<file path="src/core/ctm_pkg.sv">
// Shared constants for the compact timer: register map, field positions and encodings.
package ctm_pkg;
   localparam int CTM_CNT_W = 10;
   localparam int CTM_COMPARE_P_VALUE_W = 3;
   localparam int CTM_ADDR_W = 3;
   localparam int CTM_DATA_W = 8;
   // Register offsets.
   localparam logic [2:0] CTM_OFS_CTRL0 = 3'h0;
   localparam logic [2:0] CTM_OFS_TIMER_CONTROL_ONE = 3'h1;
   localparam logic [2:0] CTM_OFS_CMPA_LO = 3'h2;
   localparam logic [2:0] CTM_OFS_CMPA_HI = 3'h3;
   localparam logic [2:0] CTM_OFS_CNT_LO = 3'h4;
   localparam logic [2:0] CTM_OFS_CNT_HI = 3'h5;
   localparam logic [2:0] CTM_OFS_FLAGS = 3'h6;
   // Field positions.
   localparam int CTM_BIT_COUNTER_ON = 3;
   localparam int CTM_BIT_MODE_HIGH = 7;
   localparam int CTM_BIT_MODE_LOW = 6;
   localparam int CTM_BIT_OFN_HIGH = 5;
   localparam int CTM_BIT_OFN_LOW = 4;
   localparam int CTM_BIT_LEVEL_CTRL = 3;
   localparam int CTM_BIT_INVERT = 2;
   localparam int CTM_BIT_SWAP = 1;
   localparam int CTM_BIT_CLR_SEL = 0;
   localparam int CTM_BIT_FLAG_A = 0;
   localparam int CTM_BIT_FLAG_P = 1;
   // Reset values.
   localparam logic [7:0] CTM_RST_CTRL1 = 8'h00;
   localparam logic [2:0] CTM_RST_COMPARE_P_VALUE = 3'h0;
   localparam logic [9:0] CTM_RST_COMPARE_A_VALUE = 10'h000;
   // Mode and output function encodings.
   localparam logic [1:0] CTM_MODE_CMP = 2'h0;
   localparam logic [1:0] CTM_MODE_PWM = 2'h2;
   localparam logic [1:0] CTM_MODE_TMR = 2'h3;
   localparam logic [1:0] CTM_OFN_00 = 2'h0;
   localparam logic [1:0] CTM_OFN_01 = 2'h1;
   localparam logic [1:0] CTM_OFN_10 = 2'h2;
   localparam logic [1:0] CTM_OFN_11 = 2'h3;
   // Comparator P steps in blocks of 128 clocks, each ending on these seven low ones; code zero means the full count.
   localparam logic [6:0] CTM_P_LOW_ONES = 7'h7f;
   localparam logic [10:0] CTM_FULL_COUNT = 11'h400;
endpackage

</file>
<file path="src/core/ctm_core_if.sv">
// Control and compare signals shared between the timer's register file, counter and pin logic.
`timescale 1ns/1ns
interface ctm_core_if;
   logic on;
   logic [1:0] mode;
   logic [1:0] ofn;
   logic oc;
   logic pol;
   logic swap;
   logic clr_sel;
   logic [9:0] compare_a_value;
   logic [2:0] compare_p_value;
   logic [9:0] cnt;
   logic run;
   logic on_rise;
   logic a_hit;
   logic p_hit;
   modport top_mp (output on, mode, ofn, oc, pol, swap, clr_sel, compare_a_value, compare_p_value,
      input cnt, run, on_rise, a_hit, p_hit);
   modport ctr_mp (input on, mode, swap, clr_sel, compare_a_value, compare_p_value,
      output cnt, run, on_rise, a_hit, p_hit);
   modport pin_mp (input mode, ofn, oc, pol, swap, compare_a_value, compare_p_value, cnt, run, on_rise, a_hit);
endinterface

</file>
<file path="src/core/ctm_counter.sv">
// Ten-bit up counter with comparator A and comparator P match detection.
`timescale 1ns/1ns
module ctm_counter
(
   input wire logic clk,
   input wire logic rst_b,
   ctm_core_if.ctr_mp cb
);
   import ctm_pkg::*;
   logic on_d_r;
   logic [9:0] cnt_r;
   logic [9:0] p_top;
   logic clear;

   always_ff @(posedge clk)
   begin
      if (!rst_b)
         on_d_r <= 1'b0;
      else
         on_d_r <= cb.on;
   end

   assign cb.on_rise = cb.on & ~on_d_r;
   assign cb.run = cb.on & on_d_r;
   // Last count before the P boundary; code zero wraps to the full ten-bit count.
   assign p_top = {cb.compare_p_value - 3'h1, CTM_P_LOW_ONES};
   // A value of zero never matches, so the counter just overflows.
   assign cb.a_hit = cb.run && (cb.compare_a_value != 10'h000) && (cnt_r == cb.compare_a_value - 10'h001);
   assign cb.p_hit = cb.run && (cnt_r == p_top);
   always_comb
   begin
      if (cb.mode == CTM_MODE_PWM)
         clear = cb.swap ? cb.a_hit : cb.p_hit;
      else
         clear = cb.clr_sel ? cb.a_hit : cb.p_hit;
   end

   always_ff @(posedge clk)
   begin
      if (!rst_b)
         cnt_r <= 10'h000;
      else if (cb.on_rise)
         cnt_r <= 10'h000;
      else if (cb.run)
         cnt_r <= clear ? 10'h000 : cnt_r + 10'h001;
   end
   assign cb.cnt = cnt_r;
endmodule

</file>
<file path="src/core/ctm_outpin.sv">
// Drives the timer output pin in compare match and PWM modes.
`timescale 1ns/1ns
module ctm_outpin
(
   input wire logic clk,
   input wire logic rst_b,
   ctm_core_if.pin_mp cb,
   output logic pin_o,
   output logic pin_oe
);
   import ctm_pkg::*;
   logic lvl_r;
   logic lvl_nxt;
   logic pwm_lvl;
   logic active;
   logic [10:0] p_val;
   logic [10:0] duty;

   assign p_val = {cb.compare_p_value == 3'h0, cb.compare_p_value, 7'h00};
   assign duty = cb.swap ? p_val : {1'b0, cb.compare_a_value};
   // The count never reaches the period, so a duty at or above it stays active.
   assign active = {1'b0, cb.cnt} < duty;

   always_comb
   begin
      unique case (cb.ofn)
         CTM_OFN_01: pwm_lvl = cb.oc;
         CTM_OFN_10: pwm_lvl = active ? cb.oc : ~cb.oc;
         default: pwm_lvl = ~cb.oc;
      endcase
   end

   always_comb
   begin
      lvl_nxt = lvl_r;
      if (cb.on_rise)
         lvl_nxt = cb.oc;
      else if (cb.a_hit)
      begin
         unique case (cb.ofn)
            CTM_OFN_00: lvl_nxt = lvl_r;
            CTM_OFN_01: lvl_nxt = 1'b0;
            CTM_OFN_10: lvl_nxt = 1'b1;
            CTM_OFN_11: lvl_nxt = ~lvl_r;
         endcase
      end
   end

   always_ff @(posedge clk)
   begin
      if (!rst_b)
         lvl_r <= 1'b0;
      else
         lvl_r <= lvl_nxt;
   end

   always_ff @(posedge clk)
   begin
      if (!rst_b)
      begin
         pin_o <= 1'b0;
         pin_oe <= 1'b0;
      end
      else
      begin
         pin_o <= ((cb.mode == CTM_MODE_PWM) ? pwm_lvl : lvl_nxt) ^ cb.pol;
         pin_oe <= (cb.mode != CTM_MODE_TMR);
      end
   end
endmodule

</file>
<file path="src/core/ctm_top.sv">
// Compact ten-bit timer with compare match, timer/counter and PWM modes.
//
// The plain strobed port and the placing of the registers were left to the implementer.
`timescale 1ns/1ns

module ctm_top
(
   input wire logic CLK_SYS,
   input wire logic RST_B,
   input wire logic [ctm_pkg::CTM_ADDR_W-1:0] ADDR,
   input wire logic [ctm_pkg::CTM_DATA_W-1:0] WDATA,
   input wire logic WR,
   input wire logic RD,
   output logic [ctm_pkg::CTM_DATA_W-1:0] RDATA,
   output logic TIMER_OUTPUT_PIN_O,
   output logic TIMER_OUTPUT_PIN_OE
);
   import ctm_pkg::*;

   logic counter_on_r;
   logic [2:0] compare_p_value_r;
   logic [7:0] timer_control_one_r;
   logic [9:0] compare_a_value_r;
   logic compare_a_match_flag_r;
   logic compare_p_match_flag_r;
   logic [7:0] rdata_nxt;
   logic wr_flags;
   logic is_pwm;
   logic [10:0] chk_period;
   logic [10:0] chk_duty;

   ctm_core_if cb ();

   assign cb.on = counter_on_r;
   assign cb.mode = timer_control_one_r[CTM_BIT_MODE_HIGH:CTM_BIT_MODE_LOW];
   assign cb.ofn = timer_control_one_r[CTM_BIT_OFN_HIGH:CTM_BIT_OFN_LOW];
   assign cb.oc = timer_control_one_r[CTM_BIT_LEVEL_CTRL];
   assign cb.pol = timer_control_one_r[CTM_BIT_INVERT];
   assign cb.swap = timer_control_one_r[CTM_BIT_SWAP];
   assign cb.clr_sel = timer_control_one_r[CTM_BIT_CLR_SEL];
   assign cb.compare_a_value = compare_a_value_r;
   assign cb.compare_p_value = compare_p_value_r;
   assign is_pwm = (cb.mode == CTM_MODE_PWM);

   ctm_counter u_counter
   (
      .clk(CLK_SYS),
      .rst_b(RST_B),
      .cb(cb.ctr_mp)
   );

   ctm_outpin u_outpin
   (
      .clk(CLK_SYS),
      .rst_b(RST_B),
      .cb(cb.pin_mp),
      .pin_o(TIMER_OUTPUT_PIN_O),
      .pin_oe(TIMER_OUTPUT_PIN_OE)
   );

   // Control register writes.
   always_ff @(posedge CLK_SYS)
   begin
      if (!RST_B)
      begin
         counter_on_r <= 1'b0;
         compare_p_value_r <= CTM_RST_COMPARE_P_VALUE;
      end
      else if (WR && ADDR == CTM_OFS_CTRL0)
      begin
         counter_on_r <= WDATA[CTM_BIT_COUNTER_ON];
         compare_p_value_r <= WDATA[2:0];
      end
   end

   always_ff @(posedge CLK_SYS)
   begin
      if (!RST_B)
         timer_control_one_r <= CTM_RST_CTRL1;
      else if (WR && ADDR == CTM_OFS_TIMER_CONTROL_ONE)
         timer_control_one_r <= WDATA;
   end

   always_ff @(posedge CLK_SYS)
   begin
      if (!RST_B)
         compare_a_value_r <= CTM_RST_COMPARE_A_VALUE;
      else if (WR && ADDR == CTM_OFS_CMPA_LO)
         compare_a_value_r[7:0] <= WDATA;
      else if (WR && ADDR == CTM_OFS_CMPA_HI)
         compare_a_value_r[9:8] <= WDATA[1:0];
   end

   // Flags clear by writing one; a match in the same cycle wins over the clear.
   assign wr_flags = WR && (ADDR == CTM_OFS_FLAGS);

   always_ff @(posedge CLK_SYS)
   begin
      if (!RST_B)
         compare_a_match_flag_r <= 1'b0;
      else if (cb.a_hit)
         compare_a_match_flag_r <= 1'b1;
      else if (wr_flags && WDATA[CTM_BIT_FLAG_A])
         compare_a_match_flag_r <= 1'b0;
   end

   always_ff @(posedge CLK_SYS)
   begin
      if (!RST_B)
         compare_p_match_flag_r <= 1'b0;
      else if (cb.p_hit && (is_pwm || !cb.clr_sel))
         compare_p_match_flag_r <= 1'b1;
      else if (wr_flags && WDATA[CTM_BIT_FLAG_P])
         compare_p_match_flag_r <= 1'b0;
   end

   // Read data stands only in the cycle after the read strobe.
   always_comb
   begin
      rdata_nxt = 8'h00;
      if (RD)
      begin
         unique case (ADDR)
            CTM_OFS_CTRL0: rdata_nxt = {4'h0, counter_on_r, compare_p_value_r};
            CTM_OFS_TIMER_CONTROL_ONE: rdata_nxt = timer_control_one_r;
            CTM_OFS_CMPA_LO: rdata_nxt = compare_a_value_r[7:0];
            CTM_OFS_CMPA_HI: rdata_nxt = {6'h00, compare_a_value_r[9:8]};
            CTM_OFS_CNT_LO: rdata_nxt = cb.cnt[7:0];
            CTM_OFS_CNT_HI: rdata_nxt = {6'h00, cb.cnt[9:8]};
            CTM_OFS_FLAGS: rdata_nxt = {6'h00, compare_p_match_flag_r, compare_a_match_flag_r};
            default: rdata_nxt = 8'h00;
         endcase
      end
   end

   always_ff @(posedge CLK_SYS)
   begin
      if (!RST_B)
         RDATA <= 8'h00;
      else
         RDATA <= rdata_nxt;
   end

   // Period and duty in clocks, rebuilt here only for the pin and counter checks below.
   assign chk_period = cb.swap ? ((cb.compare_a_value == 10'h000) ? CTM_FULL_COUNT : {1'b0, cb.compare_a_value})
      : ((cb.compare_p_value == 3'h0) ? CTM_FULL_COUNT : {1'b0, cb.compare_p_value, 7'h00});
   assign chk_duty = cb.swap ? ((cb.compare_p_value == 3'h0) ? CTM_FULL_COUNT : {1'b0, cb.compare_p_value, 7'h00})
      : {1'b0, cb.compare_a_value};

   AST_CMP_A_CLEAR: assert property (
      @(posedge CLK_SYS) disable iff (!RST_B)
      (!is_pwm && cb.clr_sel && cb.a_hit) |=> (cb.cnt == 10'h000))
      else $error("Comparator A match did not clear the counter.");

   AST_CMP_P_NO_PIN: assert property (
      @(posedge CLK_SYS) disable iff (!RST_B)
      (cb.mode == CTM_MODE_CMP && cb.p_hit && !cb.a_hit && !cb.on_rise && !WR)
      |=> $stable(TIMER_OUTPUT_PIN_O))
      else $error("Comparator P match moved the output pin.");

   AST_ON_RISE_INIT: assert property (
      @(posedge CLK_SYS) disable iff (!RST_B)
      (cb.mode == CTM_MODE_CMP && cb.on_rise)
      |=> (TIMER_OUTPUT_PIN_O == ($past(cb.oc) ^ $past(cb.pol))))
      else $error("Counter-on rising edge did not restore the initial level.");

   AST_NO_P_FLAG: assert property (
      @(posedge CLK_SYS) disable iff (!RST_B)
      (!is_pwm && cb.clr_sel && !compare_p_match_flag_r) |=> !compare_p_match_flag_r)
      else $error("P flag raised while A match clears the counter.");

   AST_TMR_FLAGS: assert property (
      @(posedge CLK_SYS) disable iff (!RST_B)
      (cb.mode == CTM_MODE_TMR && cb.a_hit) |=> compare_a_match_flag_r)
      else $error("Timer mode missed the A flag.");

   AST_TMR_RELEASE: assert property (
      @(posedge CLK_SYS) disable iff (!RST_B)
      (cb.mode == CTM_MODE_TMR) |=> !TIMER_OUTPUT_PIN_OE)
      else $error("Timer mode still drives the output pin.");

   AST_PWM_DRIVE: assert property (
      @(posedge CLK_SYS) disable iff (!RST_B)
      is_pwm |=> TIMER_OUTPUT_PIN_OE)
      else $error("PWM mode does not drive the output pin.");

   AST_PWM_PERIOD_CLEAR: assert property (
      @(posedge CLK_SYS) disable iff (!RST_B)
      (is_pwm && (cb.swap ? cb.a_hit : cb.p_hit)) |=> (cb.cnt == 10'h000))
      else $error("PWM period comparator did not clear the counter.");

   AST_PWM_DUTY_NO_CLEAR: assert property (
      @(posedge CLK_SYS) disable iff (!RST_B)
      (is_pwm && cb.swap && cb.p_hit && !cb.a_hit)
      |=> (cb.cnt == $past(cb.cnt) + 10'h001))
      else $error("PWM duty comparator cleared the counter.");

   AST_P_STEP: assert property (
      @(posedge CLK_SYS) disable iff (!RST_B)
      cb.p_hit |-> ({1'b0, cb.cnt} + 11'h001 == chk_period) || cb.swap)
      else $error("Comparator P period is not 128 clocks per step.");

   AST_FULL_DUTY: assert property (
      @(posedge CLK_SYS) disable iff (!RST_B)
      (is_pwm && cb.ofn == CTM_OFN_10 && chk_duty >= chk_period && !WR)
      |=> (TIMER_OUTPUT_PIN_O == ($past(cb.oc) ^ $past(cb.pol))))
      else $error("Full duty did not keep the output active.");

   AST_PWM_P_FLAG: assert property (
      @(posedge CLK_SYS) disable iff (!RST_B)
      (is_pwm && cb.p_hit) |=> compare_p_match_flag_r)
      else $error("PWM missed the P flag.");

   AST_FORCE_LEVEL: assert property (
      @(posedge CLK_SYS) disable iff (!RST_B)
      (is_pwm && (cb.ofn == CTM_OFN_00 || cb.ofn == CTM_OFN_01))
      |=> (TIMER_OUTPUT_PIN_O == (($past(cb.ofn == CTM_OFN_01) ~^ $past(cb.oc))
         ^ $past(cb.pol))))
      else $error("Forced PWM level is wrong.");

   AST_FORCED_RUNS: assert property (
      @(posedge CLK_SYS) disable iff (!RST_B)
      (is_pwm && cb.run && cb.ofn != CTM_OFN_10 && !cb.a_hit && !cb.p_hit)
      ##1 cb.run |-> (cb.cnt == $past(cb.cnt) + 10'h001))
      else $error("Counter stopped while the pin level was forced.");

   AST_PWM_WAVE: assert property (
      @(posedge CLK_SYS) disable iff (!RST_B)
      (is_pwm && cb.ofn == CTM_OFN_10 && !WR)
      |=> (TIMER_OUTPUT_PIN_O == ((($past({1'b0, cb.cnt}) < $past(chk_duty)) ~^ $past(cb.oc))
         ^ $past(cb.pol))))
      else $error("PWM waveform level does not follow the duty count.");

   AST_CMP_A_HIGH: assert property (
      @(posedge CLK_SYS) disable iff (!RST_B)
      (cb.mode == CTM_MODE_CMP && cb.a_hit && !cb.on_rise && cb.ofn == CTM_OFN_10)
      |=> (TIMER_OUTPUT_PIN_O == ~$past(cb.pol)))
      else $error("Comparator A match did not drive the pin high.");

   // The pin lags the level by one cycle, so the keep and toggle checks want a steady mode and polarity.
   AST_CMP_A_KEEP: assert property (
      @(posedge CLK_SYS) disable iff (!RST_B)
      (cb.mode == CTM_MODE_CMP && $stable(cb.mode) && $stable(cb.pol) && cb.a_hit
         && cb.ofn == CTM_OFN_00) |=> $stable(TIMER_OUTPUT_PIN_O))
      else $error("Comparator A match moved the pin with no change selected.");

   AST_CMP_A_LOW: assert property (
      @(posedge CLK_SYS) disable iff (!RST_B)
      (cb.mode == CTM_MODE_CMP && cb.a_hit && cb.ofn == CTM_OFN_01)
      |=> (TIMER_OUTPUT_PIN_O == $past(cb.pol)))
      else $error("Comparator A match did not drive the pin low.");

   AST_CMP_A_TOGGLE: assert property (
      @(posedge CLK_SYS) disable iff (!RST_B)
      (cb.mode == CTM_MODE_CMP && $stable(cb.mode) && $stable(cb.pol) && cb.a_hit
         && cb.ofn == CTM_OFN_11) |=> (TIMER_OUTPUT_PIN_O != $past(TIMER_OUTPUT_PIN_O)))
      else $error("Comparator A match did not toggle the pin.");

   AST_CMP_P_FLAG: assert property (
      @(posedge CLK_SYS) disable iff (!RST_B)
      (!is_pwm && !cb.clr_sel && cb.p_hit) |=> compare_p_match_flag_r)
      else $error("P match missed its flag while P clears the counter.");

   AST_TMR_CLEAR: assert property (
      @(posedge CLK_SYS) disable iff (!RST_B)
      (cb.mode == CTM_MODE_TMR && !cb.clr_sel && cb.p_hit) |=> (cb.cnt == 10'h000))
      else $error("Timer mode P match did not clear the counter.");

   AST_PWM_A_FLAG: assert property (
      @(posedge CLK_SYS) disable iff (!RST_B)
      (is_pwm && cb.a_hit) |=> compare_a_match_flag_r)
      else $error("PWM missed the A flag.");

   AST_P_TOP_BITS: assert property (
      @(posedge CLK_SYS) disable iff (!RST_B)
      cb.p_hit |-> (cb.cnt[6:0] == CTM_P_LOW_ONES && cb.cnt[9:7] + 3'h1 == cb.compare_p_value))
      else $error("P match does not sit on the top counter bits.");

   AST_PWM_CODE_11: assert property (
      @(posedge CLK_SYS) disable iff (!RST_B)
      (is_pwm && cb.ofn == CTM_OFN_11)
      |=> (TIMER_OUTPUT_PIN_O == (~$past(cb.oc) ^ $past(cb.pol))))
      else $error("Unused PWM output code did not hold the inactive level.");

   AST_SWAP_FULL_PERIOD: assert property (
      @(posedge CLK_SYS) disable iff (!RST_B)
      (is_pwm && cb.swap && cb.compare_a_value == 10'h000 && cb.run && cb.cnt == 10'h3ff)
      |=> (cb.cnt == 10'h000))
      else $error("A value of zero did not give the full period.");
endmodule

</file>
<file path="config.mk">
export PLATFORM = sky130hd
export DESIGN_NAME = ctm_top
export DESIGN_NICKNAME = d
export VERILOG_FILES = /design/src/core/ctm_pkg.sv /design/src/core/ctm_core_if.sv /design/src/core/ctm_counter.sv /design/src/core/ctm_outpin.sv /design/src/core/ctm_top.sv
export SDC_FILE = /design/constraint.sdc
export NUM_CORES = 1
export LEC_CHECK = 0
export BUFFER_PORTS_ARGS = -buffer_cell sky130_fd_sc_hd__buf_2
export CAP_MARGIN = 20
export CORE_MARGIN = 4
export CORE_UTILIZATION = 29
export DETAILED_ROUTE_END_ITERATION = 8
export SLEW_MARGIN = 15
export SYNTH_ARGS = -nofsm -noshare
export SYNTH_HDL_FRONTEND = slang
export SYNTH_SLANG_ARGS = --single-unit
</file>
<file path="constraint.sdc">
create_clock -name CLK_SYS -period 4.15 [get_ports CLK_SYS]
set_input_delay 0.83 -clock CLK_SYS [delete_from_list [all_inputs] [get_ports CLK_SYS]]
set_output_delay 0.83 -clock CLK_SYS [all_outputs]
set_load 0.05 [all_outputs]
</file>
Word-level counts from Yosys, hierarchy flattened
Cells that the tools add are included.
Widths: inputs -> output; s select.
{"block": "word_totals", "regBits": 46, "input_bits": 15, "out_inout_bits": 10, "elab_cells": 76}
{"block": "classes", "n_addsub": 3, "n_lt_le_gt_ge": 1, "n_eq_ne": 13, "n_mux": 16, "bitwise": 8, "n_reduce_logical": 22}
{"operator": "$pmux 8 s7", "count": 1}
{"operator": "$eq 10x10->1", "count": 2}
{"operator": "$logic_and 1x1->1", "count": 11}
{"operator": "$lt 10x11->1", "count": 1}
{"operator": "$mux 1", "count": 11}
{"operator": "$mux 11", "count": 1}
{"operator": "$add 10x1->10 const B", "count": 1}
{"operator": "$mux 10", "count": 1}
{"operator": "$reduce_bool 10->1", "count": 1}
{"operator": "$sub 10x1->10 const B", "count": 1}
{"operator": "$eq 3x3->1 const B", "count": 3}
{"operator": "$eq 2x2->1 const B", "count": 3}
{"operator": "$eq 3x2->1 const B", "count": 2}
{"operator": "$logic_not 3->1", "count": 2}
{"operator": "$not 1->1", "count": 5}
{"operator": "$pmux 1 s4", "count": 1}
{"operator": "$reduce_and 2->1", "count": 2}
{"operator": "$reduce_bool 2->1", "count": 2}
{"operator": "$eq 3x1->1 const B", "count": 1}
{"operator": "$sub 3x1->3 const B", "count": 1}
{"operator": "$and 1x1->1", "count": 2}
{"operator": "$eq 2x1->1 const B", "count": 1}
{"operator": "$logic_not 2->1", "count": 1}
{"operator": "$ne 2x2->1 const B", "count": 1}
{"operator": "other kinds (5)", "count": 5}

Depth between registers and ports, before layout
{"block": "depth", "depth_word": 7, "ltp_mapped": 11, "depth_no_buf": 10}

Hierarchy
Synthesis repeated with hierarchy kept, for this count alone.
{"block": "hier_totals", "cells_unflattened": 334, "hier_area_um2": 2911.5}
{"mod": "ctm_top", "instances": 1, "cells_each": 155, "area_each_um2": 1452.6, "seq_area_each_um2": 640.6}
{"mod": "ctm_counter", "instances": 1, "cells_each": 112, "area_each_um2": 908.4, "seq_area_each_um2": 220.2}
{"mod": "ctm_outpin", "instances": 1, "cells_each": 67, "area_each_um2": 550.5, "seq_area_each_um2": 60.1}

Least setup slack after synthesis
OpenSTA, ideal clock, no wires.
{"block": "synth_path", "path_type": "register to register", "startpoint": "register timer_control_one_r[1]", "endpoint": "register u_outpin.pin_o", "setup_ns": 0.072, "arrival_ns": 2.444, "required_ns": 4.078, "setup_slack_ns": 1.634, "path_stages_with_launch": 12, "path_buffers": 1, "synth_period_minus_slack_ns": 2.516, "cell_sequence": "dfxtp_1 > clkbuf_1 > mux2i_1 > ha_1 > nand4_1 > o22ai_1 > a2111oi_0 > a221oi_1 > mux2i_1 > a311oi_1 > a311oi_1 > mux2i_1"}
{"block": "synth_between", "elab_chain_cells": 6}
{"element": "start: declaration", "line_no": "ctm_top.sv:22", "rtl": "logic [7:0] timer_control_one_r;"}
{"element": "start signal: assignment", "line_no": "ctm_top.sv:79", "rtl": "timer_control_one_r <= CTM_RST_CTRL1;"}
{"element": "start signal: assignment", "line_no": "ctm_top.sv:81", "rtl": "timer_control_one_r <= WDATA;"}
{"element": "$mux 11", "line_no": "ctm_outpin.sv:20", "rtl": "assign duty = cb.swap ? p_val : {1'b0, cb.compare_a_value};"}
{"element": "$lt 10x11->1", "line_no": "ctm_outpin.sv:22", "rtl": "assign active = {1'b0, cb.cnt} < duty;"}
{"element": "$mux 1", "line_no": "ctm_outpin.sv:28", "rtl": "CTM_OFN_10: pwm_lvl = active ? cb.oc : ~cb.oc;"}
{"element": "$pmux 1 s2", "line_no": "ctm_outpin.sv:26", "rtl": "unique case (cb.ofn)"}
{"element": "$mux 1", "line_no": "ctm_outpin.sv:66", "rtl": "pin_o <= ((cb.mode == CTM_MODE_PWM) ? pwm_lvl : lvl_nxt) ^ cb.pol;"}
{"element": "$xor 1x1->1", "line_no": "ctm_outpin.sv:66"}
{"element": "end signal: assignment", "line_no": "ctm_outpin.sv:66"}
{"element": "end: declaration", "line_no": "ctm_outpin.sv:8", "rtl": "output logic pin_o,"}
No other way between the ends.
A chain may end at the register's enable or synchronous reset.

Worst setup path after layout
Same ends and word-level chain as after synthesis.

==> parameters.txt <==
Parameter                              Value

Routing
  Total routed wire length on the met1 layer ... 3435 um
  DR top layer ... met4
  DR vias/cell ... 4.971
  Wirelength per Cell ... 15.68 um
  DRC viols ... 0
  Metal2 WL ... 3479 um
  Post-Route WL ... 7621 um
  Residual antenna-violating net count after detailed routing ... 0
  Number of optimization iterations in the first detailed-route pass ... 4
  Vias post-DR ... 2416
  Total met3 wirelength after detailed routing ... 645 um
  Count of routing violations after the opening detailed-route iteration ... 139

Logic synthesis
  Seq/Total Area, Yosys ... 0.3249
  Gate count after technology mapping ... 345
  Number of synthesized flops with an enable pin ... 0
  Net count after synthesis ... 376
  Area leader, netlist ... dfxtp_1
  Synth async-reset ratio ... 0
  Most common flop cell mapped by yosys ... dfxtp_1
  Count of different cell masters after synthesis ... 44
  Largest cells by area after synthesis ... dfxtp_1 (32%), ha_1 (7.1%), nand2_1 (6.4%)
  Number of synthesized register bits ... 46
  Synth warnings ... 0
  Syn Std Cell Area ... 2834 um2
  Share of the synthesized area in the top cell type ... 0.3249
  Mean instance size in the synthesized netlist ... 8.214 um2
  Most frequent cells after synthesis ... nand2_1 (48), dfxtp_1 (46), nor2_1 (39)
  Cell with the most instances after synthesis ... nand2_1

Clock network
  Clock slew at the register clock pins of the worst setup and hold paths ... 0.09 ns
  Clock buffer depth ... 2
  Post-CTS setup-driven buffer insertion count ... 0
  H-tree levels ... 2
  Post-cts gate resize count ... 0
  Number of hold buffers added after cts ... 0
  CTS tree ... built
  Clk Tree Root Cell ... clkbuf_8
  Number of sinks on the clock net ... 46
  Worst-skew pair later-pin latency ... 0.30 ns
  TritonCTS Buffers ... 5

Layout
  Area growth, synth to finish ... 10.73%
  Share of layout cells above drive strength 1 ... 0.1148
  Diodes inserted ... 0
  Layout Cell Area excl Fill ... 3138 um2
  Nets@finish ... 387

STA
  Worst slew margin ... 0.4540
  Fin crit share ... 0.6832
  Post-Route Setup TNS ... 0 ns
  Maximum frequency from static timing analysis ... 352.7 MHz
  Final-report hold violation count ... 0
  Transition at the pin with the smallest max-transition slack ... 0.8173 ns
  RSZ-0062 raised after global routing ... no
  Setup clock skew after layout ... 0.007626 ns
  Final max-slew violation count ... 0
  Post-layout min period ... 2.835 ns
  Setup-failing EPs final ... 0

Critical path
  Crit. End Element ... flop
  Reg-to-reg setup timing slack ... 1.31 ns
  Launching element type of the critical path ... flop
  Critical Path Slowest Stage Cell ... dfxtp_1
  Worst Path Required ... 4.39 ns
  Max incr delay on CP ... 0.69 ns
  Worst flop-to-flop path startpoint ... timer_control_one_r[1]
  Crit path DAT ... 3.07 ns
  Dominant delay contributor by cell family on the critical path ... compound AO/OA/AOI/OAI gates
  Cell occurring most often along the worst timing path ... mux2i_1
  Worst reg2reg path depth ... 10
  Critical register-to-register path endpoint ... u_outpin.pin_o
  Peak fanout along the critical path ... 15
  Series of cell instances along the critical path ... mux2i_1, ha_1, nand4_1, o22ai_1, a2111oi_0, a221oi_1, mux2i_1, a311oi_1, a311oi_1, mux2i_1
  Total buffers and inverters traversed by the critical path ... 0
  Type of the worst setup path ... flop to flop

Floorplan
  Placement row count ... 35
  Floorplan die area ... 11420 um2
  Die height ... 106.9 um
  Die width ... 106.9 um
  Starting density of the core ... 0.3024
  Floorplan Core Area ... 9371 um2
  Top Ports ... 25

Global route
  Wire length of the first global-routing pass ... 12460 um
  Via count of the first global-routing pass ... 2404
  Pin count of the biggest net entering global routing ... 33
  Global-route usage over all layers ... 0.1387
  Number of antenna violations at the first check in global routing ... 0
  Gr ovfl total ... 0

Worst hold path
  Launch instance of the worst min-delay path ... compare_p_match_flag_r
  Hold-critical path depth ... 2
  Worst min-delay path class ... flop to flop
  Hold worst-path end ... compare_p_match_flag_r

Outcome
  Outcome ... completed

Pwr
  Leakage ... 1.160 nW
  Peak ir drop on the vdd network ... 0.0001517 V
  Power per unit of standard cell area ... 275.3 nW/um2

Place
  Instance area after placement ... 3028 um2
  Final weighted congestion of routability-driven global placement ... 0.8917
  Sum of net half-perimeters after detailed placement ... 5805 um
  IO buf count ... 24

Run
  Max-cap viol count ... 0
## cell usage in the layout (no fill, tap or decap), drive strengths merged
master	n
buf	24
nor3	5
a2111oi	5
a221oi	1
a22oi	4
mux2i	15
inv	12
and2	5
nand2	49
nor3b	2
mux4	2
o31ai	1
xnor2	13
nand4b	1
o21ai	7
nor2b	11
a21oi	9
nand4	8
ha	16
or4	1
and4b	1
nor4	1
or2b	2
and3	4
a21boi	20
nor2	39
nand3	10
a311oi	3
dfxtp	46
clkbuf	8
nor4b	1
a31oi	9
nand2b	8
o22ai	3
xor2	11
## per-layer routing
metal	vias up	global-route usage
met5	-	0
met4	0	0.03196
met3	6	0.03672
met2	80	0.2149
met1	1116	0.1926
li1	1214	-
## metrics by stage
stage          total power, W  hold slack [ns]  std cells  worst slack [ns]  utilization
2_1_floorplan       0.0005282           0.4437        345             1.634            -
3_3_place_gp        0.0005549           0.4992        478             1.321       0.3231
3_5_place_dp        0.0005555           0.4961        478             1.315       0.3231
4_1_cts             0.0008768           0.5080        486             1.300       0.3348
5_1_grt             0.0009060           0.5522        486             1.078       0.3348
6_report            0.0008640           0.5063        486             1.315       0.3348
## cell families after synthesis
logic type | Yosys count | share of synthesized area
compound gates | 62 | 0.1589
xor+xnor | 24 | 0.07417
fa+ha+maj | 16 | 0.07064
buf+inv | 32 | 0.04680
flops | 46 | 0.3249
mux | 17 | 0.06887
simple gates | 148 | 0.2556
## power by group
group,internal [W],switching [W],total [W],leakage [nW]
clock network,0.000168,0.000151,0.000319,0.0575
registers,0.000446,0.00000930,0.000456,0.372
logic,0.0000352,0.0000539,0.0000891,0.731
## sequential cells by signal, indices dropped and copies added (netlist names)
register / cells
cb.compare_a_value: 10
RDATA: 8
u_outpin.pin_oe: 1
timer_control_one_r: 8
cb.compare_p_value: 3
u_counter.cb.cnt: 10
compare_a_match_flag_r: 1
u_outpin.lvl_r: 1
compare_p_match_flag_r: 1
cb.on: 1
u_outpin.pin_o: 1
u_counter.on_d_r: 1
## area by class of cell
cell class,instances,area (um2)
multi-input combinational,267,1780
tap,129,161.4
sequential,46,920.9
timing repair buffer,24,120.1
inverter,12,45.04
clock buffer,8,110.1
fill,1042,6233
## how the worst max path moves through the flow
stage                                       from        endpoint  slack [ns]  cells past startpoint
final                     timer_control_one_r[1]  u_outpin.pin_o        1.31                     10
after global routing      timer_control_one_r[1]  u_outpin.pin_o        1.08                     10
after CTS                 timer_control_one_r[1]  u_outpin.pin_o        1.30                     10
after detailed placement  timer_control_one_r[1]  u_outpin.pin_o        1.31                     10
after global placement    timer_control_one_r[1]  u_outpin.pin_o        1.32                     10
after floorplan           timer_control_one_r[1]  u_outpin.pin_o        1.63                     11
## worst reg2reg max path, delay by kind of cell, from the launching register on
kind | cells | cell delay, ns
AO/OA/AOI/OAI | 5 | 0.98
adder cells (fa/ha/maj) | 1 | 0.29
flip-flops | 1 | 0.69
AND/OR/NAND/NOR | 1 | 0.12
multiplexers | 3 | 0.70
(Power assumes the default switching activity.)
